[src/pkg/tsc_pkg.sv]
package tsc_pkg;
  // ****************************************
  // register pointers and fields
  // ****************************************
  localparam logic [7:0] PTR_TEMP_HI  = 8'h00;
  localparam logic [7:0] PTR_TEMP_LO  = 8'h01;
  localparam logic [7:0] PTR_STATUS   = 8'h02;
  localparam logic [7:0] PTR_CONFIG   = 8'h03;
  localparam logic [7:0] PTR_MAKER_ID = 8'hFE;
  localparam logic [7:0] PTR_PART_ID  = 8'hFF;
  // identification values are arbitrary
  localparam logic [7:0] MAKER_ID_VAL = 8'hA3;
  localparam logic [7:0] PART_ID_VAL  = 8'h3C;
  localparam int         CFG_MASK_BIT = 7;
  localparam int         CFG_HALT_BIT = 6;
  localparam int         CFG_CORR_BIT = 2;
  localparam int         STAT_OPEN_BIT = 2;
  localparam logic [7:0] CFG_RESET    = 8'h00;
  localparam logic [11:0] FAULT_CODE  = 12'h7FF;
  localparam logic [11:0] RESULT_RESET = 12'h000;
  // ****************************************
  // two-wire bus constants
  // ****************************************
  localparam logic [6:0] GC_ADDR      = 7'h00;
  localparam logic [7:0] GC_CMD_RESET = 8'h06;
  localparam logic [7:0] GC_CMD_LATCH = 8'h04;
  localparam logic [4:0] ADDR_BASE    = 5'h13;
  localparam logic [3:0] BITS_PER_BYTE = 4'h8;
  localparam logic [5:0] SYNC_RST     = 6'h03;
  // ****************************************
  // timing
  // ****************************************
  localparam int          CLK_PERIOD_NS = 25;
  localparam int          CONV_TIME_NS  = 100000;
  localparam logic [11:0] CONV_LAST     = 12'(CONV_TIME_NS / CLK_PERIOD_NS - 1);
  // ****************************************
  // state types
  // ****************************************
  typedef enum logic [4:0] {
    BS_IDLE = 5'b00001,
    BS_ADDR = 5'b00010,
    BS_WR   = 5'b00100,
    BS_RD   = 5'b01000,
    BS_ACK  = 5'b10000
  } tsc_bus_type;
  typedef enum logic [1:0] {
    CV_HALT = 2'b01,
    CV_RUN  = 2'b10
  } tsc_conv_type;
endpackage

[src/hdl/tsc_ctrl.sv]
`timescale 1ns/1ps
// Operation
// - halt bit set: finish conversion, then stop
// - halt bit clear: convert continuously
// - fault during conversion stores code 7FF
// - fault sets open flag, status bit 2
// - fault drives alarm unless masked
// - no conversion without valid supply; keep result
// - acknowledge general call, next byte is command
// - command 06: latch address, full soft reset
// - command 04: latch address only
// - other command bytes do nothing
// - pointer FEh reads maker identification
// - pointer FFh reads part identification
// - identification locations ignore writes
// - mask bit 7 keeps alarm released
module tsc_ctrl (
  input  wire logic        I_CLK_SYS,
  input  wire logic        I_SRST,
  input  wire logic        I_SCL,
  input  wire logic        I_SDA_I,
  output logic             O_SDA_O,
  output logic             O_SDA_OE,
  output logic             O_ALERT_N_O,
  output logic             O_ALERT_N_OE,
  input  wire logic [1:0]  I_ADDR_SEL,
  input  wire logic        I_FAULT_CMP,
  input  wire logic        I_SUPPLY_OK,
  input  wire logic [11:0] I_ADC_DATA,
  output logic             O_HALTED,
  output logic             O_CORR_EN
);
  import tsc_pkg::*;
  // ****************************************
  // pin synchronisers
  // ****************************************
  logic [5:0]   s1_q, s2_q;
  logic         scl_p_q, sda_p_q;
  logic         scl_s, sda_s, fault_s, supply_s;
  logic [1:0]   addr_s;
  logic         start, stop, scl_rise, scl_fall;
  // data flops stay out of reset so the address pins are live at release
  always_ff @(posedge I_CLK_SYS) begin
    s1_q <= {I_ADDR_SEL, I_SUPPLY_OK, I_FAULT_CMP, I_SDA_I, I_SCL};
    s2_q <= s1_q;
    if (I_SRST) begin
      scl_p_q <= 1'b1;
      sda_p_q <= 1'b1;
    end else begin
      scl_p_q <= s2_q[0];
      sda_p_q <= s2_q[1];
    end
  end
  assign scl_s    = s2_q[0];
  assign sda_s    = s2_q[1];
  assign fault_s  = s2_q[2];
  assign supply_s = s2_q[3];
  assign addr_s   = s2_q[5:4];
  assign start    = scl_s & scl_p_q & sda_p_q & ~sda_s;
  assign stop     = scl_s & scl_p_q & ~sda_p_q & sda_s;
  assign scl_rise = scl_s & ~scl_p_q;
  assign scl_fall = ~scl_s & scl_p_q;

  // ****************************************
  // two-wire slave and registers
  // ****************************************
  tsc_bus_type  st_q, st_d;
  logic [3:0]   bitcnt_q, bitcnt_d;
  logic [7:0]   shift_q, shift_d, ptr_q, ptr_d, cfg_q, cfg_d, rd_byte, stat_byte;
  logic         sda_oe_q, sda_oe_d, nbyte_q, nbyte_d, gc_q, gc_d, rw_q, rw_d;
  logic         soft_rst_q, soft_rst_d, latch_q, latch_d, stat_rd_q, stat_rd_d;
  logic         init_q;
  logic [1:0]   addr_lat_q, addr_lat_d;
  logic [11:0]  result_q;
  logic         open_q;

  always_comb begin
    stat_byte = 8'h00;
    stat_byte[STAT_OPEN_BIT] = open_q;
    case (ptr_q)
      PTR_TEMP_HI:  rd_byte = result_q[11:4];
      PTR_TEMP_LO:  rd_byte = {result_q[3:0], 4'h0};
      PTR_STATUS:   rd_byte = stat_byte;
      PTR_CONFIG:   rd_byte = cfg_q;
      PTR_MAKER_ID: rd_byte = MAKER_ID_VAL;
      PTR_PART_ID:  rd_byte = PART_ID_VAL;
      default:      rd_byte = 8'h00;
    endcase
  end
  always_comb begin
    st_d       = st_q;
    bitcnt_d   = bitcnt_q;
    shift_d    = shift_q;
    sda_oe_d   = sda_oe_q;
    ptr_d      = ptr_q;
    cfg_d      = cfg_q;
    nbyte_d    = nbyte_q;
    gc_d       = gc_q;
    rw_d       = rw_q;
    soft_rst_d = 1'b0;
    latch_d    = 1'b0;
    stat_rd_d  = 1'b0;
    addr_lat_d = (init_q | latch_q) ? addr_s : addr_lat_q;
    if (start) begin
      st_d     = BS_ADDR;
      bitcnt_d = 4'h0;
      sda_oe_d = 1'b0;
      nbyte_d  = 1'b0;
    end else if (stop) begin
      st_d     = BS_IDLE;
      sda_oe_d = 1'b0;
    end else begin
      unique case (st_q)
        BS_IDLE: begin
        end
        BS_ADDR, BS_WR: begin
          if (scl_rise) begin
            shift_d  = {shift_q[6:0], sda_s};
            bitcnt_d = bitcnt_q + 4'h1;
          end else if (scl_fall && bitcnt_q == BITS_PER_BYTE) begin
            sda_oe_d = 1'b1;
            st_d     = BS_ACK;
            if (st_q == BS_ADDR) begin
              gc_d = (shift_q[7:1] == GC_ADDR) & ~shift_q[0];
              rw_d = shift_q[0];
              if (!(gc_d || shift_q[7:1] == {ADDR_BASE, addr_lat_q})) begin
                sda_oe_d = 1'b0;
                st_d     = BS_IDLE;
              end
            end else if (gc_q) begin
              // unknown command bytes fall through untouched
              if (shift_q == GC_CMD_RESET) begin
                soft_rst_d = 1'b1;
                latch_d    = 1'b1;
              end else if (shift_q == GC_CMD_LATCH) begin
                latch_d = 1'b1;
              end
            end else if (!nbyte_q) begin
              ptr_d   = shift_q;
              nbyte_d = 1'b1;
            end else if (ptr_q == PTR_CONFIG) begin
              cfg_d = shift_q; // identification pointers fall past here
            end
          end
        end
        BS_RD: begin
          if (scl_fall) begin
            if (bitcnt_q == BITS_PER_BYTE) begin
              sda_oe_d = 1'b0;
              st_d     = BS_ACK;
            end else begin
              sda_oe_d = ~shift_q[6];
              shift_d  = {shift_q[6:0], 1'b0};
              bitcnt_d = bitcnt_q + 4'h1;
            end
          end
        end
        BS_ACK: begin
          // master nack after a read byte ends the transfer
          if (scl_rise && !sda_oe_q && sda_s) begin
            st_d = BS_IDLE;
          end else if (scl_fall) begin
            bitcnt_d = 4'h0;
            sda_oe_d = 1'b0;
            st_d     = BS_WR;
            if (rw_q) begin
              shift_d   = rd_byte;
              sda_oe_d  = ~rd_byte[7];
              bitcnt_d  = 4'h1;
              st_d      = BS_RD;
              stat_rd_d = (ptr_q == PTR_STATUS);
            end
          end
        end
      endcase
    end
    if (soft_rst_q) begin
      cfg_d = CFG_RESET;
      ptr_d = PTR_TEMP_HI;
    end
  end

  always_ff @(posedge I_CLK_SYS) begin
    if (I_SRST) begin
      st_q       <= BS_IDLE;
      bitcnt_q   <= 4'h0;
      shift_q    <= 8'h00;
      sda_oe_q   <= 1'b0;
      ptr_q      <= PTR_TEMP_HI;
      cfg_q      <= CFG_RESET;
      nbyte_q    <= 1'b0;
      gc_q       <= 1'b0;
      rw_q       <= 1'b0;
      soft_rst_q <= 1'b0;
      latch_q    <= 1'b0;
      stat_rd_q  <= 1'b0;
      init_q     <= 1'b1;
      addr_lat_q <= 2'h0;
    end else begin
      st_q       <= st_d;
      bitcnt_q   <= bitcnt_d;
      shift_q    <= shift_d;
      sda_oe_q   <= sda_oe_d;
      ptr_q      <= ptr_d;
      cfg_q      <= cfg_d;
      nbyte_q    <= nbyte_d;
      gc_q       <= gc_d;
      rw_q       <= rw_d;
      soft_rst_q <= soft_rst_d;
      latch_q    <= latch_d;
      stat_rd_q  <= stat_rd_d;
      init_q     <= 1'b0;
      addr_lat_q <= addr_lat_d;
    end
  end

  // ****************************************
  // conversion sequencer
  // ****************************************
  tsc_conv_type cv_q, cv_d;
  logic [11:0]  cnt_q, cnt_d, result_d;
  logic         fseen_q, fseen_d, open_d, open_set, alert_q, alert_d, halted_q;
  logic         conv_end;
  assign conv_end = (cv_q == CV_RUN) && supply_s && (cnt_q == CONV_LAST);
  always_comb begin
    cv_d     = cv_q;
    cnt_d    = cnt_q;
    fseen_d  = fseen_q;
    result_d = result_q;
    open_set = 1'b0;
    unique case (cv_q)
      CV_HALT: begin
        if (!cfg_q[CFG_HALT_BIT] && supply_s) begin
          cv_d    = CV_RUN;
          cnt_d   = 12'h000;
          fseen_d = 1'b0;
        end
      end
      CV_RUN: begin
        if (!supply_s) begin
          cv_d = CV_HALT;
        end else if (conv_end) begin
          result_d = (fseen_q | fault_s) ? FAULT_CODE : I_ADC_DATA;
          open_set = fseen_q | fault_s;
          cnt_d    = 12'h000;
          fseen_d  = 1'b0;
          if (cfg_q[CFG_HALT_BIT]) begin
            cv_d = CV_HALT;
          end
        end else begin
          cnt_d   = cnt_q + 12'h001;
          fseen_d = fseen_q | fault_s;
        end
      end
    endcase
    // a new fault beats a status read in the same cycle
    open_d = open_set | (open_q & ~stat_rd_q);
    if (soft_rst_q) begin
      cv_d     = CV_HALT;
      cnt_d    = 12'h000;
      fseen_d  = 1'b0;
      result_d = RESULT_RESET;
      open_d   = 1'b0;
    end
    alert_d = open_d & ~cfg_d[CFG_MASK_BIT];
  end

  always_ff @(posedge I_CLK_SYS) begin
    if (I_SRST) begin
      cv_q     <= CV_HALT;
      cnt_q    <= 12'h000;
      fseen_q  <= 1'b0;
      result_q <= RESULT_RESET;
      open_q   <= 1'b0;
      alert_q  <= 1'b0;
      halted_q <= 1'b1;
    end else begin
      cv_q     <= cv_d;
      cnt_q    <= cnt_d;
      fseen_q  <= fseen_d;
      result_q <= result_d;
      open_q   <= open_d;
      alert_q  <= alert_d;
      halted_q <= (cv_d == CV_HALT);
    end
  end
  assign O_SDA_O      = 1'b0 & sda_oe_q;
  assign O_SDA_OE     = sda_oe_q;
  assign O_ALERT_N_O  = 1'b0 & alert_q;
  assign O_ALERT_N_OE = alert_q;
  assign O_HALTED     = halted_q;
  assign O_CORR_EN    = cfg_q[CFG_CORR_BIT];
endmodule

[config.mk]
export PLATFORM = sky130hd
export DESIGN_NAME = tsc_ctrl
export DESIGN_NICKNAME = d
export VERILOG_FILES = /design/src/pkg/tsc_pkg.sv /design/src/hdl/tsc_ctrl.sv
export SDC_FILE = /design/constraint.sdc
export NUM_CORES = 1
export LEC_CHECK = 0
export BUFFER_PORTS_ARGS = -buffer_cell sky130_fd_sc_hd__clkbuf_2
export CAP_MARGIN = 20
export CORE_MARGIN = 5
export CORE_UTILIZATION = 60
export CTS_BUF_LIST = sky130_fd_sc_hd__clkbuf_16
export CTS_CLUSTER_SIZE = 25
export DETAILED_ROUTE_END_ITERATION = 10
export PLACE_DENSITY = 0.79
export SETUP_SLACK_MARGIN = 0.2
export SLEW_MARGIN = 40
export SYNTH_ARGS = -nofsm -noshare
export SYNTH_HDL_FRONTEND = slang
export SYNTH_SLANG_ARGS = --single-unit
export TNS_END_PERCENT = 1
[constraint.sdc]
create_clock -name I_CLK_SYS -period 5.8 [get_ports I_CLK_SYS]
set_clock_uncertainty 0.1 [all_clocks]
set_input_delay 0 -clock I_CLK_SYS [delete_from_list [all_inputs] [get_ports I_CLK_SYS]]
set_output_delay 0 -clock I_CLK_SYS [all_outputs]
set_load 0.02 [all_outputs]
## Word-level counts from Yosys, hierarchy flattened

Index checks and enable logic that the tools add are counted.

| cells by class | value |
|---|---|
| $add $sub $neg | 2 |
| equal/unequal tests | 34 |
| multiplexer cells | 70 |
| bitwise gates (word level) | 33 |
| reduce and logical (&&, ||, !) cells | 30 |

Operators with widths:

| cell | count |
|---|---|
| $mux 8 | 16 |
| $mux 12 | 4 |
| $pmux 8 s6 | 1 |
| $mux 5 | 8 |
| $reduce_and 6->1 | 5 |
| $mux 4 | 6 |
| $pmux 12 s2 | 1 |
| $pmux 8 s3 | 1 |
| $ne 2x2->1 const B | 11 |
| $mux 1 | 21 |
| $not 1->1 | 20 |
| $reduce_and 9->1 | 2 |
| $eq 8x2->1 const B | 2 |
| $eq 8x3->1 const B | 2 |
| $eq 8x8->1 const B | 2 |
| $ne 4x4->1 const B | 4 |
| $pmux 5 s3 | 1 |
| $mux 2 | 7 |
| $add 12x1->12 const B | 1 |
| $eq 12x12->1 const B | 1 |
| $pmux 4 s3 | 1 |
| $and 1x1->1 | 10 |
| $eq 8x1->1 const B | 1 |
| $logic_not 8->1 | 1 |
| 29 further kinds | 40 |

| storage, ports and cells | value |
|---|---|
| register bits | 87 |
| input port bits | 20 |

## Logic depth before layout (Yosys ltp)

Gate-level depths: netlist of the first run.

| logic depth | value |
|---|---|
| depth in word-level cells | 13 |
| depth in mapped cells | 8 |
| gate-level depth less buffers | 7 |

## Worst setup path after synthesis of the first run

OpenSTA, ideal clock, no wires.

| timing path | value |
|---|---|
| kind | reg2reg |
| start | register bitcnt_q[0] |
| end | register alert_q (netlist: O_ALERT_N_OE) |
| library setup time | 59 ps |
| arrival time | 2213 ps |
| data required time | 5641 ps |
| path slack | 3428 ps |
| cell stages (with the launch flop) | 9 |
| clock period less this slack | 2372 ps |
| cells stage by stage | dfxtp_1 inv_1 ha_1 nand3b_4 or4_4 buf_6 nor4_4 mux2i_1 and2_1 |

| between the ends | value |
|---|---|
| longest elaborated chain between the ends | 10 |

RTL lines:

| item | line | text |
|---|---|---|
| start, declared | tsc_ctrl.sv:68 | `logic [3:0] bitcnt_q, bitcnt_d;` |
| start signal, assigned | tsc_ctrl.sv:201 | `bitcnt_q <= bitcnt_d;` |
| $eq 4x4->1 | tsc_ctrl.sv:120 | `end else if (scl_fall && bitcnt_q == BITS_PER_BYTE) begin` |
| $logic_and 1x1->1 | tsc_ctrl.sv:120 |  |
| $mux 8 | tsc_ctrl.sv:120 |  |
| $mux 8 | tsc_ctrl.sv:117 | `if (scl_rise) begin` |
| $mux 8 | tsc_ctrl.sv:113 | `unique case (st_q)` |
| $mux 8 | tsc_ctrl.sv:109 | `end else if (stop) begin` |
| $mux 8 | tsc_ctrl.sv:104 | `if (start) begin` |
| $mux 8 | tsc_ctrl.sv:177 | `if (soft_rst_q) begin` |
| $not 1->1 | tsc_ctrl.sv:265 | `alert_d = open_d & ~cfg_d[CFG_MASK_BIT];` |
| $and 1x1->1 | tsc_ctrl.sv:265 |  |
| end signal, assigned | tsc_ctrl.sv:283 | `alert_q <= alert_d;` |
| end, declared | tsc_ctrl.sv:222 | `logic fseen_q, fseen_d, open_d, open_set, alert_q, alert_d, halted_q;` |

No other way between the ends.
A chain may end at the register's enable or synchronous reset.

## Worst setup path after layout of the first run

Ends and elaborated chain as after synthesis.

==> results of run 1 <==
## cells by family (layout without fill, tap and decap cells)
kind of cell / after synthesis / count (layout) / synth area share [%]
simple gates: 197 / 197 / 26.0
other cells: 1 / 2 / 0.0958
xor+xnor: 13 / 13 / 2.91
fa+ha+maj: 3 / 3 / 0.959
flops: 87 / 87 / 44.5
mux: 25 / 25 / 6.52
compound gates: 95 / 95 / 15.4
buf+inv: 33 / 65 / 3.58
## layout make-up
| cell class | instances | share of cell area [%] |
|---|---|---|
| multi-input cells | 335 | 45.2 |
| flip-flops and latches | 87 | 38.3 |
| well taps | 77 | 2.12 |
| repair buffers | 43 | 6.87 |
| clock buffers | 9 | 4.95 |
| clock inverters | 7 | 2.14 |
| inverters | 6 | 0.495 |
## flip-flops by register name, summed over array words and instances (netlist names), 2 cells and up
signal      flops
addr_lat_q      2
bitcnt_q        4
cfg_q           8
cnt_q          12
cv_q            2
ptr_q           8
result_q       12
s1_q            6
s2_q            6
shift_q         8
st_q            5
## power by group
part,leakage (µW),internal [µW],switching [µW]
Combinational,0.000722,30.5,37.1
Sequential,0.000708,608,11.1
Clock,0.000157,379,241
Total,0.00159,1020,289
## per-stage QoR
stage               setup WS, ns  hold WS [ns]  power, µW
floorplan                   3.43       -0.0723        672
global placement            3.31       0.00224        686
detailed placement          3.24       0.00436        688
CTS                         3.23         0.197       1310
global route                3.03         0.217       1350
finish                      3.22         0.205       1310
## path summary, 6_finish.rpt
| path | startpoint | end | slack, ns | cells past startpoint |
|---|---|---|---|---|
| setup / recovery | bitcnt_q[0] | O_ALERT_N_OE | 3.22 | 7 |
| hold / removal | I_ADDR_SEL[1] | s1_q[5] | 0.21 | 2 |
| setup reg to reg | bitcnt_q[0] | O_ALERT_N_OE | 3.22 | 7 |
| hold reg to reg | s1_q[4] | s2_q[4] | 0.23 | 0 |
## Yosys cell counts, types with 3 or more instances
master,n,share of area (%)
a211oi_1,15,2.9
nand4b_1,3,0.67
buf_1,3,0.29
nor4b_1,4,0.89
a2bb2oi_1,3,0.67
mux2i_1,21,5.4
a311oi_1,5,1.1
nor3_1,10,1.3
nand3_1,18,2.3
o211ai_1,3,0.58
and2_1,5,0.80
nand2b_1,6,0.96
mux2_2,4,1.2
dfxtp_1,87,44
nor2b_1,6,0.96
nor4_1,5,0.80
or3_1,3,0.48
clkbuf_1,20,1.9
o21ai_0,24,3.1
xnor2_1,6,1.3
nand4_1,6,0.96
or2_2,5,0.80
nand2_1,31,3.0
inv_1,6,0.58
a21oi_1,25,3.2
o22ai_1,3,0.48
ha_1,3,0.96
nor2_1,79,7.6
xor2_1,7,1.6
a22oi_1,4,0.77
## per-layer routing
layer / global-route usage (%) / up-vias / wire (µm)
li1: - / 1679 / -
met3: 5.08 / 14 / 472
met1: 30.4 / 1584 / 4080
met4: 6.85 / 0 / 117
met2: 35.9 / 108 / 4370
met5: 0 / - / 0
## worst max-delay path, stage by stage (launching register included)
cell      delay [ns]
dfxtp_1         0.34
inv_1           0.09
ha_1            0.21
nand3b_4        0.10
or4_4           0.55
nor4_4          0.69
mux2i_1         0.29
and2_1          0.14
==> results.cfg, run 1 <==
[status]
outcome = complete, no violations

[sta]
slew_headroom_pct = 49.3
setup_viol = 0
worst_pin_slew_ns = 0.751
tns_ns = 0
fmaxAchievable_mhz = 387
rsz0062_at_grt = false
finalHoldViolCount = 0
drv_slew = 0
min_period_over_period_pct = 44.5
finalCriticalPeriod_ns = 2.58

[die]
die_w_um = 90.8
io_pins = 26
initial_core_util_pct = 61.7
dieHeight_um = 90.8
num_rows = 29
die_area_um2 = 8240
core_area_um2 = 6350

[worst_setup_path]
worstPathMaxFanout = 8
cp-end-kind = flop
cp_data_arrival_time_ns = 2.77
startpoint_type = flop
cp.required_ns = 5.98
worstSetupPathType = flop to flop

[synth]
synth_edf_count = 0
syn_area_per_cell_um2 = 8.62
synthesis.area_um2 = 3920
synthCells = 454
ys.warnings.count = 0
ys_types = 56
synth_ff_type = dfxtp_1
yosysSeqAreaShare_pct = 44.5
synth_seq_cells = 87
synthArstFlopShare_pct = 0

[layout]
area.sequential_um2 = 1740
n_antenna_cell = 0
layout_common_cells = dfxtp_1 (87), nor2_1 (79), nand2_1 (31), a21oi_1 (25), o21ai_0 (24)
fillers = 466
final_common_cell = dfxtp_1
multiInputGateArea_um2 = 2060
fin_nets = 505
syn_to_final_growth_pct = 16.3
stdcell_count = 564
fin_util_pct = 71.7
drive_gt1_share_pct = 11.7
final_area_um2 = 4550

[clock_tree]
path_clk_slew_ns = 0.07
cts_tree = yes
cts_buffer_depth = 2
hold_buffers = 19
insertion_delay_ns = 0.34
ctsHtreeMaxLevel = 3
cts_resized = 0
postCtsSetupBuffers = 0
cts_root_buf = clkbuf_16
cts.sinks = 87
cts_buffers = 9

[global_routing]
grt_max_degree = 35
antenna_found_initial = 0
first_global_vias = 3273
grt_overflow_total = 0
grtUsageTotal_pct = 22.5
grt_pass1_wl_um = 15400

[place]
place_inst = 529
gp_congestion = 0.840
dpl_cell_area_um2 = 4030
io_buffers = 23
place_hpwl_um = 5990

[detailed_routing]
ant_nets = 0
dr.pass1.iters = 5
drc = 0
drt-wirelength-per-cell_um = 16.0
first_iter_violations = 211
wl_um = 9040
viasPerCell = 6.00
num_vias = 3385

[pwr]
p_leak_uw = 0.00159
peakVddDrop_mv = 0.267
cellPowerDensity_nw_per_um2 = 287

[flow_run]
cap_violations = 0

[min_path]
hold_class = primary input to flop
Note: power is estimated with default switching activity, not from simulation.
==> run 2: changes to the inputs <==
ABC_AREA = 1   (was default)
clock period = 2.55 ns   (was 5.8 ns; I/O delays follow)
==> run 2 against run 1 <==
Fmax up 32%; die area rose by 6.7%; via count grew 17%; sequential cell count unchanged; final area rose by 8.1%; wire length grew 11%; first-iteration DRC count up 46%; sequential share of layout area shrank 2.9 points; non-clock buffer count increased by 1; global-route usage increased by 1.9 points; hold slack worse by 0.0021 ns; utilization increased by 0.35 points; critical path type unchanged; largest cell class unchanged; largest power group unchanged.
==> results.cfg, run 2 <==
[worst_setup_path]
regToRegSetupSlack_ns = 0.59
cp-end-kind = flop
cp_data_arrival_time_ns = 2.14
startpoint_type = flop
worstReg2RegStart = cnt_q[0]
worstPathMaxFanout = 13
cp.required_ns = 2.73
r2r_end = O_ALERT_N_OE
worstSetupPathType = flop to flop
r2r_cells = 9

[pwr]
p_leak_uw = 0.00219
p_seq_share_pct = 44.8
p_int_uw = 2490
p_sw_uw = 631
peakVddDrop_mv = 0.552
swShare_pct = 20.2
cellPowerDensity_nw_per_um2 = 634
pwr-share-clk_pct = 50.6
pwr-share-comb_pct = 4.6

[global_routing]
grt_pass1_wl_um = 17400
antenna_found_initial = 0
grt_max_degree = 23
first_global_vias = 3875
grtUsageTotal_pct = 24.4
grt_overflow_total = 0

[die]
initial_core_util_pct = 61.6
dieHeight_um = 93.8
io_pins = 26
num_rows = 30
die_area_um2 = 8790
core_area_um2 = 6830
die_w_um = 93.8

[layout]
final_common_cell = nand2_1
multiInputGateArea_um2 = 2100
drive_gt1_share_pct = 13.6
area.sequential_um2 = 1740
fin_util_pct = 72.0
n_antenna_cell = 0
syn_to_final_growth_pct = 16.8
fillers = 550
reg_top3 = cnt_q x12, result_q x12
layout_common_cells = nand2_1 (137), nor2_1 (115), dfxtp_1 (87), inv_1 (66), nand3_1 (39)
fin_nets = 667

[synth]
synth.area.mux_share_pct = 0
synthSimpleGateAreaFrac_pct = 41.9
synth_top_family_by_area = simple AND/OR/NAND/NOR gates
ys_types = 40
synth.most_common_cell = nand2_1
synthesis.area_um2 = 4210
synth_seq_cells = 87
syn_area_per_cell_um2 = 6.98
ys_top_cells_by_area = dfxtp_1 (41%), nand2_1 (12%), nor2_1 (10%)
synthCells = 603
yosysSeqAreaShare_pct = 41.4
synth_top_area_share_pct = 41.4
synth_ff_type = dfxtp_1
synth_top_cells_by_count = nand2_1 (137), nor2_1 (115), dfxtp_1 (87)
synthArstFlopShare_pct = 0
synthXorXnorAreaFrac_pct = 0.624
ys.warnings.count = 0
synth_fa_ha_area_share_pct = 0.891
yosysTopAreaCell = dfxtp_1
synth_edf_count = 0
synth_compound_gate_area_share_pct = 6.21

[clock_tree]
cts.sinks = 87
cts_root_buf = clkbuf_16
ctsHtreeMaxLevel = 3
cts_resized = 0
cts_buffers = 9
insertion_delay_ns = 0.33
cts_buffer_depth = 2
cts_tree = yes
path_clk_slew_ns = 0.06

[sta]
setup_viol = 0
worst_pin_slew_ns = 0.770
fmaxAchievable_mhz = 511
tns_ns = 0
drv_slew = 0
finalHoldViolCount = 0
slew_headroom_pct = 48.6
min_period_over_period_pct = 76.7
finalCriticalPeriod_ns = 1.96
rsz0062_at_grt = false
setup_slack_ns = 0.594

[detailed_routing]
drc = 0
viasPerCell = 5.33
ant_nets = 0
drt-wirelength-per-cell_um = 13.5
num_vias = 3972
first_iter_violations = 308
dr.pass1.iters = 5
wl_um = 10000

[min_path]
min-delay-start = I_ADDR_SEL[1]
whs_endpoint = s1_q[5]
hold_class = primary input to flop
hold_depth = 2

[place]
io_buffers = 23
place_hpwl_um = 6910
post-place-ws_ns = 0.635
gp_congestion = 0.904

[flow_run]
cap_violations = 0

[status]
outcome = complete, no violations
==> run 2: cell count changes after synthesis, sizes merged, moves of 6 or more <==
cell	delta
nand4	+9
nor2b	-6
a211oi	-15
nor3	+28
mux2i	-21
nand3	+25
clkbuf	-17
nor2	+43
inv	+62
nand2b	-7
nand2	+119
==> run 2: kinds of logic (layout without fill, tap and decap cells) <==
logic type | count (synthesis) | count (layout)
compound gates | 48 | 48
xor+xnor | 3 | 3
fa+ha+maj | 3 | 3
buf+inv | 87 | 132
flops | 87 | 87
other cells | 1 | 2
simple gates | 374 | 374
==> run 2: metrics by stage <==
step	hold WS (ns)	instances	cell area (µm²)	power [µW]
after floorplan	-0.0723	604	4220	1510
after global placement	0.00428	710	4370	1540
after detailed placement	0.00445	710	4370	1540
after CTS	0.199	745	4920	3120
after global routing	0.232	745	4920	3200
final	0.203	745	4920	3120
==> run 2: what timing repair did <==
item	4_1_cts	5_1_grt
endpoints found under the hold margin	21	0
hold buffers	19	0
setup buffers	0	0
==> run 2: worst max path at each step <==
stage,start,to,slack [ns],depth (start not counted)
2_1_floorplan,bitcnt_q[0],shift_q[0],0.94,9
3_3_place_gp,cnt_q[0],O_ALERT_N_OE,0.71,9
3_5_place_dp,cnt_q[0],O_ALERT_N_OE,0.63,9
4_1_cts,cv_q[1],cnt_q[0],0.62,9
5_1_grt,st_q[1],shift_q[5],0.38,9
6_report,cnt_q[0],O_ALERT_N_OE,0.59,9
==> run 2: per-layer routing <==
metal / vias up / part of all wire (%) / GRT usage, %
met3: 21 / 6.7 / 3.93
met1: 1801 / 43 / 30.5
li1: 1994 / - / -
met2: 156 / 48 / 42.2
met5: - / 0 / 0
met4: 0 / 1.9 / 9.15
==> run 2: worst max-delay path, cell delays in order, from the launching register on <==
cell and delay, ns:
dfxtp_1 0.37, ha_1 0.21, nand3_1 0.12, nor2_2 0.16, nand3_1 0.10, nor2_2 0.42, nand2_1 0.10, a21oi_1 0.19
nand2_1 0.08, inv_1 0.05
==> run 2: final cells by class <==
class	instances	share of cell area [%]
Clock buffer	9	4.58
Multi-Input combinational cell	430	42.6
Clock inverter	7	2.77
Inverter	72	5.72
Tap cell	96	2.44
Timing Repair Buffer	44	6.51
Sequential cell	87	35.4
==> run 2: power groups by stage <==
stage / Sequential, µW / Clock, µW / Combinational, µW
2_1_floorplan: 1430 / 0 / 82.6
3_3_place_gp: 1430 / 0 / 112
3_5_place_dp: 1430 / 0 / 116
4_1_cts: 1400 / 1590 / 140
5_1_grt: 1400 / 1640 / 160
6_report: 1400 / 1580 / 143
